`src/common/sfcap_pkg.sv`:
```
// Purpose: shared constants and types for the serial flash command front end
// Assumes: 200 MHz system clock, 528-byte page addressing only
// Notes: all opcodes, field positions and delays, and the mode and output reset values, live here
`default_nettype none

package sfcap_pkg;

  // system clock rate and the power-up delays derived from it
  localparam int CLOCK_MHZ = 200;
  localparam int SELECT_AFTER_SUPPLY_DELAY_US = 50;      // least time, microseconds
  localparam int WRITE_AFTER_POWERUP_DELAY_MS = 20;      // longest time, milliseconds
  // least time rounds up; 50 us at 200 MHz divides exactly
  localparam int SELECT_AFTER_SUPPLY_CYCLES =
    (SELECT_AFTER_SUPPLY_DELAY_US * CLOCK_MHZ * 1000 + 999) / 1000;
  // longest time rounds down
  localparam int WRITE_AFTER_POWERUP_CYCLES = WRITE_AFTER_POWERUP_DELAY_MS * 1000 * CLOCK_MHZ;
  // last stretch count of the internal reset (four cycles) so the pin synchronisers settle
  localparam logic [2:0] POR_SETTLE_LAST = 3'h3;

  // address word layout: reserved bit, page field, byte/buffer field
  localparam int RESERVED_BIT = 23;
  localparam int PAGE_MSB = 22;
  localparam int PAGE_LSB = 10;
  localparam int BYTE_MSB = 9;
  localparam logic [12:0] PAGE_UPPER10_MASK = 13'h1ff8;
  localparam logic [12:0] PAGE_UPPER4_MASK = 13'h1e00;

  // last bit index of each header phase
  localparam logic [5:0] OPCODE_LAST = 6'h07;
  localparam logic [5:0] ADDR_LAST = 6'h17;

  // reset values
  localparam logic MODE3_RESET = 1'b1;                   // mode 3 after power-on
  localparam logic SO_OE_RESET = 1'b0;                   // output floats after power-on

  // opcodes with page and byte fields
  localparam logic [7:0] OPC_03 = 8'h03, OPC_0B = 8'h0b, OPC_82 = 8'h82, OPC_85 = 8'h85,
    OPC_D2 = 8'hd2, OPC_E8 = 8'he8;
  // buffer-only opcodes
  localparam logic [7:0] OPC_84 = 8'h84, OPC_87 = 8'h87, OPC_D1 = 8'hd1, OPC_D3 = 8'hd3,
    OPC_D4 = 8'hd4, OPC_D6 = 8'hd6;
  // page-level opcodes
  localparam logic [7:0] OPC_53 = 8'h53, OPC_55 = 8'h55, OPC_58 = 8'h58, OPC_59 = 8'h59,
    OPC_60 = 8'h60, OPC_61 = 8'h61, OPC_81 = 8'h81, OPC_83 = 8'h83, OPC_86 = 8'h86,
    OPC_88 = 8'h88, OPC_89 = 8'h89, OPC_50 = 8'h50, OPC_7C = 8'h7c, OPC_77 = 8'h77;
  // opcodes with no address bytes
  localparam logic [7:0] OPC_9F = 8'h9f, OPC_B9 = 8'hb9, OPC_AB = 8'hab, OPC_D7 = 8'hd7;

  // how much of the page field an opcode uses
  typedef enum logic [1:0] {PG_NONE, PG_FULL, PG_UPPER10, PG_UPPER4} sfcap_page_use_t;

  // decoded opcode properties
  typedef struct packed {
    logic known;                       // opcode is recognised
    logic has_addr;                    // three address bytes follow
    sfcap_page_use_t page_use;         // page bits that count
    logic use_byte;                    // byte/buffer field counts
    logic [2:0] dummy_bytes;           // don't-care bytes after the address
  } sfcap_opinfo_t;

  // completed command header handed to the command logic
  typedef struct packed {
    logic [7:0] opcode;
    logic [12:0] page_address_field;
    logic [9:0] byte_address;
    logic page_valid;
    logic byte_valid;
  } sfcap_cmd_t;

  // raw serial pins as sampled
  typedef struct packed {
    logic cs_n;
    logic sck;
    logic si;
  } sfcap_pins_t;

endpackage

`default_nettype wire

```
`src/hw/sfcap_top.sv`:
```
// Purpose: serial flash command and address front end with power-on handling
// Assumes: pins oversampled by a 200 MHz clock; sck well below clock / 4
// Notes: data phases after the header are passed bit by bit to the command logic
//
// Overview of operation
// - address: reserved, 13 page, 10 byte bits
// - read/write opcodes carry both fields, some dummies
// - buffer opcodes drop page bits, some dummies
// - page opcodes use full, upper, or no page
// - power-on or reset selects mode 3
// - output floats after reset until driven
// - instruction starts only after select falling edge
// - clock idle level at select picks mode
// - commands ignored during internal power-on reset
// - idle in standby after power-up
`default_nettype none

module sfcap_top #(
  parameter int SELECT_CYCLES = sfcap_pkg::SELECT_AFTER_SUPPLY_CYCLES,
  parameter int WRITE_CYCLES = sfcap_pkg::WRITE_AFTER_POWERUP_CYCLES
) (
  input wire logic clock,
  input wire logic sys_rst,
  input wire logic cs_n_pin,
  input wire logic sck_pin,
  input wire logic si_pin,
  output logic so_out,
  output logic so_oe,
  input wire logic tx_enable,
  input wire logic tx_bit,
  output logic tx_shift,
  output logic cmd_strobe,
  output sfcap_pkg::sfcap_cmd_t cmd,
  output logic body_active,
  output logic rx_bit,
  output logic rx_valid,
  output logic spi_mode3,
  output logic por_active,
  output logic standby,
  output logic read_allowed,
  output logic write_allowed
);

  // header walk states
  typedef enum logic [2:0] {ST_WAIT_HIGH, ST_IDLE, ST_OPCODE, ST_ADDR, ST_DUMMY,
                            ST_BODY} sfcap_state_t;

  sfcap_pkg::sfcap_pins_t pins_raw;     // pins grouped for the synchroniser
  sfcap_pkg::sfcap_pins_t pins;         // synchronised pins
  sfcap_pkg::sfcap_opinfo_t op_info;    // decode of the opcode being completed
  sfcap_pkg::sfcap_opinfo_t info;       // decode held for the rest of the header
  sfcap_state_t state;                  // header position
  logic cs_prev;                        // edge detection history
  logic sck_prev;
  logic [7:0] op_shift;                 // opcode shift register
  logic [23:0] addr_shift;              // address shift register
  logic [5:0] bit_cnt;                  // bit index within the phase
  logic [2:0] settle_cnt;               // internal reset stretch
  logic [22:0] select_cnt;              // supply-to-select delay
  logic [22:0] write_cnt;               // power-up-to-write delay
  logic [6:0] hdr_bits;                 // helper: bits since select
  wire logic cs_fall = cs_prev & ~pins.cs_n;
  wire logic cs_rise = ~cs_prev & pins.cs_n;
  wire logic sck_rise = ~sck_prev & pins.sck & ~pins.cs_n;
  wire logic sck_fall = sck_prev & ~pins.sck & ~pins.cs_n;
  wire logic [7:0] next_opcode = {op_shift[6:0], pins.si};
  wire logic [23:0] next_addr = {addr_shift[22:0], pins.si};
  wire logic [5:0] dummy_last = 6'({info.dummy_bytes, 3'h0}) - 6'h01;

  assign pins_raw = '{cs_n: cs_n_pin, sck: sck_pin, si: si_pin};

  sfcap_sync u_sync (
    .clock(clock),
    .sys_rst(sys_rst),
    .pins_in(pins_raw),
    .pins_out(pins)
  );

  sfcap_opdec u_opdec (
    .opcode(next_opcode),
    .info(op_info)
  );

  // build the handed-over command, masking bits that do not count
  function automatic sfcap_pkg::sfcap_cmd_t build_cmd(input logic [7:0] opc,
                                                      input sfcap_pkg::sfcap_opinfo_t oi,
                                                      input logic [23:0] addr);
    logic [12:0] pg;
    pg = addr[sfcap_pkg::PAGE_MSB:sfcap_pkg::PAGE_LSB];
    build_cmd.opcode = opc;
    unique case (oi.page_use)
      sfcap_pkg::PG_FULL: build_cmd.page_address_field = pg;
      sfcap_pkg::PG_UPPER10: build_cmd.page_address_field = pg & sfcap_pkg::PAGE_UPPER10_MASK;
      sfcap_pkg::PG_UPPER4: build_cmd.page_address_field = pg & sfcap_pkg::PAGE_UPPER4_MASK;
      sfcap_pkg::PG_NONE: build_cmd.page_address_field = 13'h0000;
    endcase
    build_cmd.byte_address = oi.use_byte ? addr[sfcap_pkg::BYTE_MSB:0] : 10'h000;
    build_cmd.page_valid = (oi.page_use != sfcap_pkg::PG_NONE);
    build_cmd.byte_valid = oi.use_byte;
    return build_cmd;
  endfunction

  // edge history of the synchronised pins
  always_ff @(posedge clock or posedge sys_rst)
  begin
    if (sys_rst)
    begin
      cs_prev <= 1'b1;
      sck_prev <= 1'b1;
    end
    else
    begin
      cs_prev <= pins.cs_n;
      sck_prev <= pins.sck;
    end
  end

  // internal power-on reset, stretched until the synchronisers hold real pin levels
  always_ff @(posedge clock or posedge sys_rst)
  begin
    if (sys_rst)
    begin
      por_active <= 1'b1;
      settle_cnt <= 3'h0;
    end
    else if (por_active)
    begin
      settle_cnt <= settle_cnt + 3'h1;
      por_active <= (settle_cnt != sfcap_pkg::POR_SETTLE_LAST);
    end
  end

  // power-up delay status; the host must honour both before selecting or writing
  always_ff @(posedge clock or posedge sys_rst)
  begin
    if (sys_rst)
    begin
      select_cnt <= 23'h000000;
      read_allowed <= 1'b0;
    end
    else if (!por_active && !read_allowed)
    begin
      select_cnt <= select_cnt + 23'h000001;
      read_allowed <= (select_cnt == 23'(SELECT_CYCLES - 1));
    end
  end

  always_ff @(posedge clock or posedge sys_rst)
  begin
    if (sys_rst)
    begin
      write_cnt <= 23'h000000;
      write_allowed <= 1'b0;
    end
    else if (!por_active && !write_allowed)
    begin
      write_cnt <= write_cnt + 23'h000001;
      write_allowed <= (write_cnt == 23'(WRITE_CYCLES - 1));
    end
  end

  // clock mode: mode 3 out of reset, re-chosen at each accepted select
  always_ff @(posedge clock or posedge sys_rst)
  begin
    if (sys_rst)
      spi_mode3 <= sfcap_pkg::MODE3_RESET;
    else if (state == ST_IDLE && cs_fall)
      spi_mode3 <= pins.sck;
  end

  // header walk; a select already low when reset ends is not an instruction
  always_ff @(posedge clock or posedge sys_rst)
  begin
    if (sys_rst)
    begin
      state <= ST_WAIT_HIGH;
      op_shift <= 8'h00;
      addr_shift <= 24'h000000;
      bit_cnt <= 6'h00;
      info <= '0;
      cmd <= '0;
      cmd_strobe <= 1'b0;
    end
    else
    begin
      cmd_strobe <= 1'b0;
      if (por_active)
        state <= ST_WAIT_HIGH;
      else if (pins.cs_n)
        state <= ST_IDLE;
      else
      begin
        unique case (state)
          // waiting for select to go high first
          ST_WAIT_HIGH: state <= ST_WAIT_HIGH;
          // only a falling select opens an instruction
          ST_IDLE:
          begin
            if (cs_fall)
            begin
              state <= ST_OPCODE;
              bit_cnt <= 6'h00;
            end
          end
          // msb-first opcode
          ST_OPCODE:
          begin
            if (sck_rise)
            begin
              op_shift <= next_opcode;
              bit_cnt <= bit_cnt + 6'h01;
              if (bit_cnt == sfcap_pkg::OPCODE_LAST)
              begin
                info <= op_info;
                bit_cnt <= 6'h00;
                if (op_info.has_addr)
                  state <= ST_ADDR;
                else
                begin
                  state <= ST_BODY;
                  cmd <= build_cmd(next_opcode, op_info, 24'h000000);
                  cmd_strobe <= op_info.known;
                end
              end
            end
          end
          // 24 address bits, reserved bit first and discarded later
          ST_ADDR:
          begin
            if (sck_rise)
            begin
              addr_shift <= next_addr;
              bit_cnt <= bit_cnt + 6'h01;
              if (bit_cnt == sfcap_pkg::ADDR_LAST)
              begin
                bit_cnt <= 6'h00;
                if (info.dummy_bytes == 3'h0)
                begin
                  state <= ST_BODY;
                  cmd <= build_cmd(op_shift, info, next_addr);
                  cmd_strobe <= 1'b1;
                end
                else
                  state <= ST_DUMMY;
              end
            end
          end
          // don't-care bytes are counted, not stored
          ST_DUMMY:
          begin
            if (sck_rise)
            begin
              bit_cnt <= bit_cnt + 6'h01;
              if (bit_cnt == dummy_last)
              begin
                state <= ST_BODY;
                cmd <= build_cmd(op_shift, info, addr_shift);
                cmd_strobe <= 1'b1;
              end
            end
          end
          ST_BODY: state <= ST_BODY;
        endcase
      end
    end
  end

  // data-phase bits passed on as they arrive
  always_ff @(posedge clock or posedge sys_rst)
  begin
    if (sys_rst)
    begin
      rx_bit <= 1'b0;
      rx_valid <= 1'b0;
      body_active <= 1'b0;
    end
    else
    begin
      rx_valid <= (state == ST_BODY) && sck_rise;
      if ((state == ST_BODY) && sck_rise)
        rx_bit <= pins.si;
      body_active <= (state == ST_BODY) && !pins.cs_n;
    end
  end

  // output pin: floats until the command logic drives it, released at deselect
  always_ff @(posedge clock or posedge sys_rst)
  begin
    if (sys_rst)
    begin
      so_out <= 1'b0;
      so_oe <= sfcap_pkg::SO_OE_RESET;
      tx_shift <= 1'b0;
    end
    else
    begin
      tx_shift <= (state == ST_BODY) && tx_enable && sck_fall;
      if (pins.cs_n || por_active)
        so_oe <= 1'b0;
      else if ((state == ST_BODY) && tx_enable && sck_fall)
      begin
        so_out <= tx_bit;
        so_oe <= 1'b1;
      end
    end
  end

  // standby: out of reset and not selected
  always_ff @(posedge clock or posedge sys_rst)
  begin
    if (sys_rst)
      standby <= 1'b0;
    else
      standby <= !por_active && pins.cs_n;
  end

  // helper: bits clocked since the select edge
  always_ff @(posedge clock or posedge sys_rst)
  begin
    if (sys_rst)
      hdr_bits <= 7'h00;
    else if (pins.cs_n)
      hdr_bits <= 7'h00;
    else if (sck_rise && hdr_bits != 7'h7f)
      hdr_bits <= hdr_bits + 7'h01;
  end
endmodule

`default_nettype wire

```
`src/hw/sfcap_sync.sv`:
```
// Purpose: two-flop synchroniser for the serial pins
// Assumes: pins are asynchronous to clock
// Notes: first stage is read only by the second stage
`default_nettype none

module sfcap_sync (
  input wire logic clock,
  input wire logic sys_rst,
  input wire sfcap_pkg::sfcap_pins_t pins_in,
  output sfcap_pkg::sfcap_pins_t pins_out
);

  sfcap_pkg::sfcap_pins_t stage1;   // metastable stage, not used elsewhere

  // reset to idle pin levels: deselected, clock high as in mode 3
  always_ff @(posedge clock or posedge sys_rst)
  begin
    if (sys_rst)
    begin
      stage1 <= 3'h6;
      pins_out <= 3'h6;
    end
    else
    begin
      stage1 <= pins_in;
      pins_out <= stage1;
    end
  end

endmodule

`default_nettype wire

```
`src/hw/sfcap_opdec.sv`:
```
// Purpose: classify an opcode into address use and dummy byte count
// Assumes: 528-byte page addressing
// Notes: purely combinational; unknown opcodes are marked not known
`default_nettype none

module sfcap_opdec (
  input wire logic [7:0] opcode,
  output sfcap_pkg::sfcap_opinfo_t info
);

  // one lookup per opcode; default catches every unlisted code
  always_comb
  begin
    info = '{known: 1'b1, has_addr: 1'b1, page_use: sfcap_pkg::PG_NONE,
             use_byte: 1'b0, dummy_bytes: 3'h0};
    unique case (opcode)
      // page and byte fields
      sfcap_pkg::OPC_03, sfcap_pkg::OPC_82, sfcap_pkg::OPC_85:
      begin
        info.page_use = sfcap_pkg::PG_FULL;
        info.use_byte = 1'b1;
      end
      sfcap_pkg::OPC_0B:
      begin
        info.page_use = sfcap_pkg::PG_FULL;
        info.use_byte = 1'b1;
        info.dummy_bytes = 3'h1;
      end
      sfcap_pkg::OPC_D2, sfcap_pkg::OPC_E8:
      begin
        info.page_use = sfcap_pkg::PG_FULL;
        info.use_byte = 1'b1;
        info.dummy_bytes = 3'h4;
      end
      // buffer only: page bits ignored
      sfcap_pkg::OPC_84, sfcap_pkg::OPC_87, sfcap_pkg::OPC_D1, sfcap_pkg::OPC_D3:
        info.use_byte = 1'b1;
      sfcap_pkg::OPC_D4, sfcap_pkg::OPC_D6:
      begin
        info.use_byte = 1'b1;
        info.dummy_bytes = 3'h1;
      end
      // page level
      sfcap_pkg::OPC_53, sfcap_pkg::OPC_55, sfcap_pkg::OPC_58, sfcap_pkg::OPC_59,
      sfcap_pkg::OPC_60, sfcap_pkg::OPC_61, sfcap_pkg::OPC_81, sfcap_pkg::OPC_83,
      sfcap_pkg::OPC_86, sfcap_pkg::OPC_88, sfcap_pkg::OPC_89:
        info.page_use = sfcap_pkg::PG_FULL;
      sfcap_pkg::OPC_50:
        info.page_use = sfcap_pkg::PG_UPPER10;
      sfcap_pkg::OPC_7C:
        info.page_use = sfcap_pkg::PG_UPPER4;
      sfcap_pkg::OPC_77:
        info.page_use = sfcap_pkg::PG_NONE;
      // no address bytes at all
      sfcap_pkg::OPC_9F, sfcap_pkg::OPC_B9, sfcap_pkg::OPC_AB, sfcap_pkg::OPC_D7:
        info.has_addr = 1'b0;
      default:
      begin
        info.known = 1'b0;
        info.has_addr = 1'b0;
      end
    endcase
  end

endmodule

`default_nettype wire

```
`config.mk`:
```
export PLATFORM = sky130hd
export DESIGN_NAME = sfcap_top
export DESIGN_NICKNAME = d
export VERILOG_FILES = /design/src/common/sfcap_pkg.sv /design/src/hw/sfcap_top.sv /design/src/hw/sfcap_sync.sv /design/src/hw/sfcap_opdec.sv
export SDC_FILE = /design/constraint.sdc
export NUM_CORES = 1
export LEC_CHECK = 0
export ABC_AREA = 1
export BUFFER_PORTS_ARGS = -buffer_cell sky130_fd_sc_hd__buf_2
export CAP_MARGIN = 20
export CORE_MARGIN = 4
export CORE_UTILIZATION = 55
export CTS_CLUSTER_DIAMETER = 60
export CTS_CLUSTER_SIZE = 28
export DETAILED_ROUTE_END_ITERATION = 10
export PLACE_DENSITY = 0.74
export SKIP_LAST_GASP = 1
export SLEW_MARGIN = 15
export SYNTH_ARGS = -nofsm -noshare
export SYNTH_HDL_FRONTEND = slang
export SYNTH_SLANG_ARGS = --single-unit
```
`constraint.sdc`:
```
create_clock -name clock -period 4.7 [get_ports clock]
set_clock_uncertainty 0.1 [all_clocks]
set_input_delay 0.235 -clock clock [delete_from_list [all_inputs] [get_ports clock]]
set_output_delay 0.235 -clock clock [all_outputs]
set_load 0.02 [all_outputs]
```
# Word-level counts from Yosys, hierarchy flattened

Index checks and enable logic that the tools add are counted.

Mux-type cells: 52
Equal/unequal tests: 63
Bitwise gates (word level): 10
Add/sub/neg operators: 5
Reductions and logical operators: 36

Operators with widths:

| operator              | number |
|---|---|
| $mux 33               | 8 |
| $eq 8x8->1 const B    | 19 |
| $pmux 13 s4           | 2 |
| $pmux 33 s3           | 1 |
| $eq 8x7->1 const B    | 9 |
| $add 23x1->23 const B | 2 |
| $mux 6                | 6 |
| $mux 3                | 10 |
| $reduce_or 30->1      | 1 |
| $ne 4x3->1 const B    | 7 |
| $reduce_or 26->1      | 1 |
| $pmux 6 s4            | 1 |
| $eq 23x14->1 const B  | 1 |
| $eq 23x22->1 const B  | 1 |
| $mux 10               | 2 |
| $ne 2x2->1 const B    | 9 |
| $pmux 3 s6            | 1 |
| $mux 1                | 17 |
| $reduce_or 17->1      | 1 |
| $reduce_and 7->1      | 2 |
| $mux 13               | 1 |
| $reduce_or 12->1      | 1 |
| $reduce_and 11->1     | 1 |
| $eq 2x2->1 const B    | 4 |
| 32 further kinds      | 58 |

Output and inout port bits: 45
Register bits after elaboration: 148
Word-level logic and storage cells: 201
Bits of input ports: 7

# Logic depth before layout (Yosys ltp)

Depth in word-level cells: 10
Gate-level depth with buffers: 14

# Cells and area by module

A second synthesis with hierarchy kept.

Cells, all modules: 966
Area total of the unflattened synthesis: 7652.3 um^2

Modules (own cells, without submodules):

| module      | cells an instance | area each (um^2) | instances | sequential area each (um^2) |
|---|---|---|---|---|
| sfcap_top   | 829               | 6934.2           | 1         | 3558.4 |
| sfcap_opdec | 130               | 559.3            | 1         | 0.0 |
| sfcap_sync  | 7                 | 158.9            | 1         | 155.1 |

# Worst setup path before layout

OpenSTA, ideal clock, no wires.

Path type: reg2reg
Start point: register info[0] (netlist bit)
End point: register cmd[0] (netlist bit)
Arrival time: 1.667 ns
Path buffers: 2
Period minus slack after synthesis: 1.884 ns
Setup time: 0.117 ns
Setup slack: 2.816 ns
Stages on the path, launching flop included: 13
Required time: 4.483 ns
Cell sequence: dfrtp_1 -> inv_1 -> ha_1 -> xnor2_1 -> nor2_1 -> nand2_1 -> a21oi_1 -> and3_1 -> buf_4 -> nand2_4 -> buf_6 -> nand2_1 -> nand2_1

Longest elaborated chain between the ends: 4

RTL lines:

| item                                   | RTL line         | RTL |
|---|---|---|
| start: declaration                     | sfcap_top.sv:51  | `sfcap_pkg::sfcap_opinfo_t info;` |
| start signal: assignment               | sfcap_top.sv:214 | `info <= op_info;` |
| $sub 6x1->6                            | sfcap_top.sv:68  | `wire logic [5:0] dummy_last = 6'({info.dummy_bytes, 3'h0}) - 6'h01;` |
| $eq 6x6->1                             | sfcap_top.sv:254 | `if (bit_cnt == dummy_last)` |
| $ne 2x2->1 (no source line)            | --               |  |
| $reduce_and 11->1 (no source line) (*) | --               |  |
| end signal: assignment                 | sfcap_top.sv:221 | `cmd <= build_cmd(next_opcode, op_info, 24'h000000);` |
| end signal: assignment                 | sfcap_top.sv:240 | `cmd <= build_cmd(op_shift, info, next_addr);` |
| end signal: assignment                 | sfcap_top.sv:257 | `cmd <= build_cmd(op_shift, info, addr_shift);` |
| end: declaration                       | sfcap_top.sv:33  | `output sfcap_pkg::sfcap_cmd_t cmd,` |

Every way passes the cells marked *; elsewhere a longest branch is shown, timed or not.
A chain may end at the register's enable or synchronous reset.

# Worst setup path in the final report

Start point: register op_shift[2]
End point: register cmd[22] (netlist bit)

Longest elaborated chain between the ends: 5

RTL lines:

| item                                     | RTL line          | RTL |
|---|---|---|
| start: declaration                       | sfcap_top.sv:55   | `logic [7:0] op_shift;` |
| start signal: assignment                 | sfcap_top.sv:210  | `op_shift <= next_opcode;` |
| $eq 8x2->1, or another cell as far along | sfcap_opdec.sv:16 | `unique case (opcode)` |
| $reduce_or 26->1 (no source line) (*)    | --                |  |
| $mux 1 (*)                               | sfcap_opdec.sv:16 |  |
| $ne 2x2->1 (no source line) (*)          | --                |  |
| $reduce_and 11->1 (no source line) (*)   | --                |  |

Marks and branches as above.

==> flow_summary.ini <==
[synth]
synth_most_common_cell = nand2_1
synth_edf_count = 0
synth-seq-cells = 147
seq_area_frac_synth = 0.516
synth_compound_area_frac = 0.0772
ys_async_sr_fraction = 1.00
synth_top_family_by_area = simple AND/OR/NAND/NOR gates
synth_area_um2 = 7140
yosysTopAreaCell = dfrtp_1
synth_flop_cell = dfrtp_1
synth_mux_area_frac = 0.00315
netlist_top_cells_area = dfrtp_1 49%, nand2_1 13%, nand3_1 4.6%
synth_nets = 870
yosysTopAreaCellShare = 0.487
syn_inst = 857
synth-simple-area-share = 0.267
synth-xor-area-share = 0.0564
ys_types = 40
synthTopCellsByCount = 244 x nand2_1, 139 x dfrtp_1, 81 x inv_1
synthAdderAreaFrac = 0.0105
syn_area_per_cell_um2 = 8.34
ys.warnings.count = 0

[floorplanning]
initial_core_util = 0.564
core_um2 = 12700
die_area_um2 = 14900
die_x_um = 122
core.rowCount = 41
ioPinCount = 52
die-height_um = 122

[routing]
first_iter_violations = 339
vias = 5575
firstDrtPassIters = 5
wl_per_cell_um = 12.9
drc_errors = 0
finalWirelength_um = 14100
routed_via_density = 5.09
drtAntennaViolNets = 0

[setup_path]
rr_endpoint = cmd[22]$_DFFE_PP0P_
cp.arrival_ns = 2.62
rr_startpoint = op_shift[2]$_DFFE_PP0P_
worst-path-max-fanout = 36
worst-setup-path-type = reg -> reg
cp.required_ns = 4.91
reg2reg_slack_ns = 2.29
endpoint_kind = flop
crit_path_start_kind = flop
rr_worst_depth = 12

[final_layout]
area.growth.synth_to_final_pct = 15.5
final_util = 0.651
fill_cells = 1085
antennaDiodeCount = 0
finalNetCount = 924
drive_gt1_frac = 0.139
final_cells = 1096

[placement]
hpwl_um = 9940
dp.cells = 1057
gp_congestion = 0.914
port_buffers = 51

[global_routing]
grt_pass1_wl_um = 24400
globalRouteOverflowTotal = 0
antenna_found_initial = 0
grt_max_degree = 109
grt_use_total = 0.205
grt_pass1_vias = 5308

[timing]
hold_viol = 0
layout_min_cycle_time_ns = 2.41
rsz0062_at_grt = no
whs_ns = 0.248
timing.fmax_mhz = 415
setup_viol_count_final = 0
slew_violations = 0
final.setup.tns_ns = 0
tightest_slew_ns = 0.953
finalCritPeriodShare = 0.513
slew_headroom = 0.365

[status]
status = complete, no violations

[power_and_ir_drop]
ir_worst_vdd_v = 0.000294
p_leak_uw = 0.00419
p_per_area_nw_per_um2 = 410

[clocking]
clk_pin_slew_ns = 0.06
clockBufferDepth = 2
tritoncts = yes
clkLatencyLatePin_ns = 0.42
cts_setup_buffers = 0
cts_root_buf = clkbuf_16
h-tree-depth = 4
numCtsBuffers = 17
clock-sinks = 147

[hold_path]
min_from = u_sync.stage1[0]$_DFF_PP0_
hold_path_end = u_sync.pins_out[0]$_DFF_PP0_
hp-class = reg -> reg
min_path_cells = 0

[job]
cap_violations = 0
worst max path at each step:
stage	end	depth (start not counted)	from
2_1_floorplan	addr_shift[0]$_DFFE_PP0P_	1	sys_rst
3_3_place_gp	cmd[16]$_DFFE_PP0P_	11	bit_cnt[0]$_DFFE_PP0P_
3_5_place_dp	cmd[2]$_DFFE_PP0P_	11	bit_cnt[0]$_DFFE_PP0P_
4_1_cts	cmd[2]$_DFFE_PP0P_	11	bit_cnt[0]$_DFFE_PP0P_
5_1_grt	cmd[2]$_DFFE_PP0P_	12	op_shift[2]$_DFFE_PP0P_
6_report	cmd[22]$_DFFE_PP0P_	12	op_shift[2]$_DFFE_PP0P_
cell type report:
type                       count  area, µm²  area share
sequential                   147       3690       0.447
multi-input combinational    593       2960       0.359
clock buffer                  20        457      0.0553
timing repair buffer          61        360      0.0437
inverter                      91        348      0.0422
clock inverter                12        224      0.0271
tap                          172        215      0.0261
power breakdown:
part           total [µW]  internal (µW)  switching [µW]
logic                 405            123             282
clock network        1540           1030             514
registers            1440           1370            67.7
per-stage QoR:
step	power, µW	setup WS [ns]	instance area, µm²
after global routing	3540	2.06	8250
final	3380	2.29	8250
after floorplan	1770	0.427	7140
after global placement	1850	1.86	7480
after detailed placement	1860	1.69	7500
after CTS	3410	1.69	8240
flip-flops by register name, summed over array words and instances (netlist names), 3 cells and up:
register,flops
bit_cnt,6
op_shift,8
addr_shift,23
cmd,33
state,3
write_cnt,23
settle_cnt,3
info,5
u_sync.stage1,3
u_sync.pins_out,3
select_cnt,23
critical path: stages, from the launching register on:
cell and delay (ns):
dfrtp_1 0.48, inv_1 0.19, nor2_2 0.08, nand2_1 0.08
nand2_1 0.05, nand2_1 0.06, nand2_1 0.05, nor2_1 0.24
nand3_2 0.17, nand2_4 0.32, nand2_4 0.27, nand2_1 0.15
nand2_1 0.06
layer usage:
layer  track usage  up-vias  share of wire
li1              -     2878              -
met1         0.287     2561           0.49
met2         0.310      113           0.44
met3        0.0460       23          0.045
met4        0.0840        0          0.021
met5             0        -              0
cells in the final DEF (no fill, tap or decap), types with 21 or more instances in the layout:
cell type	netlist	layout
a21oi_1	21	21
buf_2	5	51
dfrtp_1	139	139
inv_1	81	80
nand2_1	244	244
nand3_1	65	65
nor2_1	76	76
o21ai_0	44	44
xor2_1	29	29
cells by family (layout without fill, tap and decap cells):
group,after synthesis,count (layout)
multiplexers,2,2
flip-flops,147,147
XOR/XNOR,46,46
AO/OA/AOI/OAI,97,97
buffers and inverters,117,184
AND/OR/NAND/NOR,442,442
adder cells (fa/ha/maj),6,6
what timing repair did:
item / 4_1_cts / 5_1_grt
hold buffers: 6 / 0
resized for setup: 0 / 0
hold endpoints to repair: 104 / 0
Note: power is estimated with default switching activity, not from simulation.
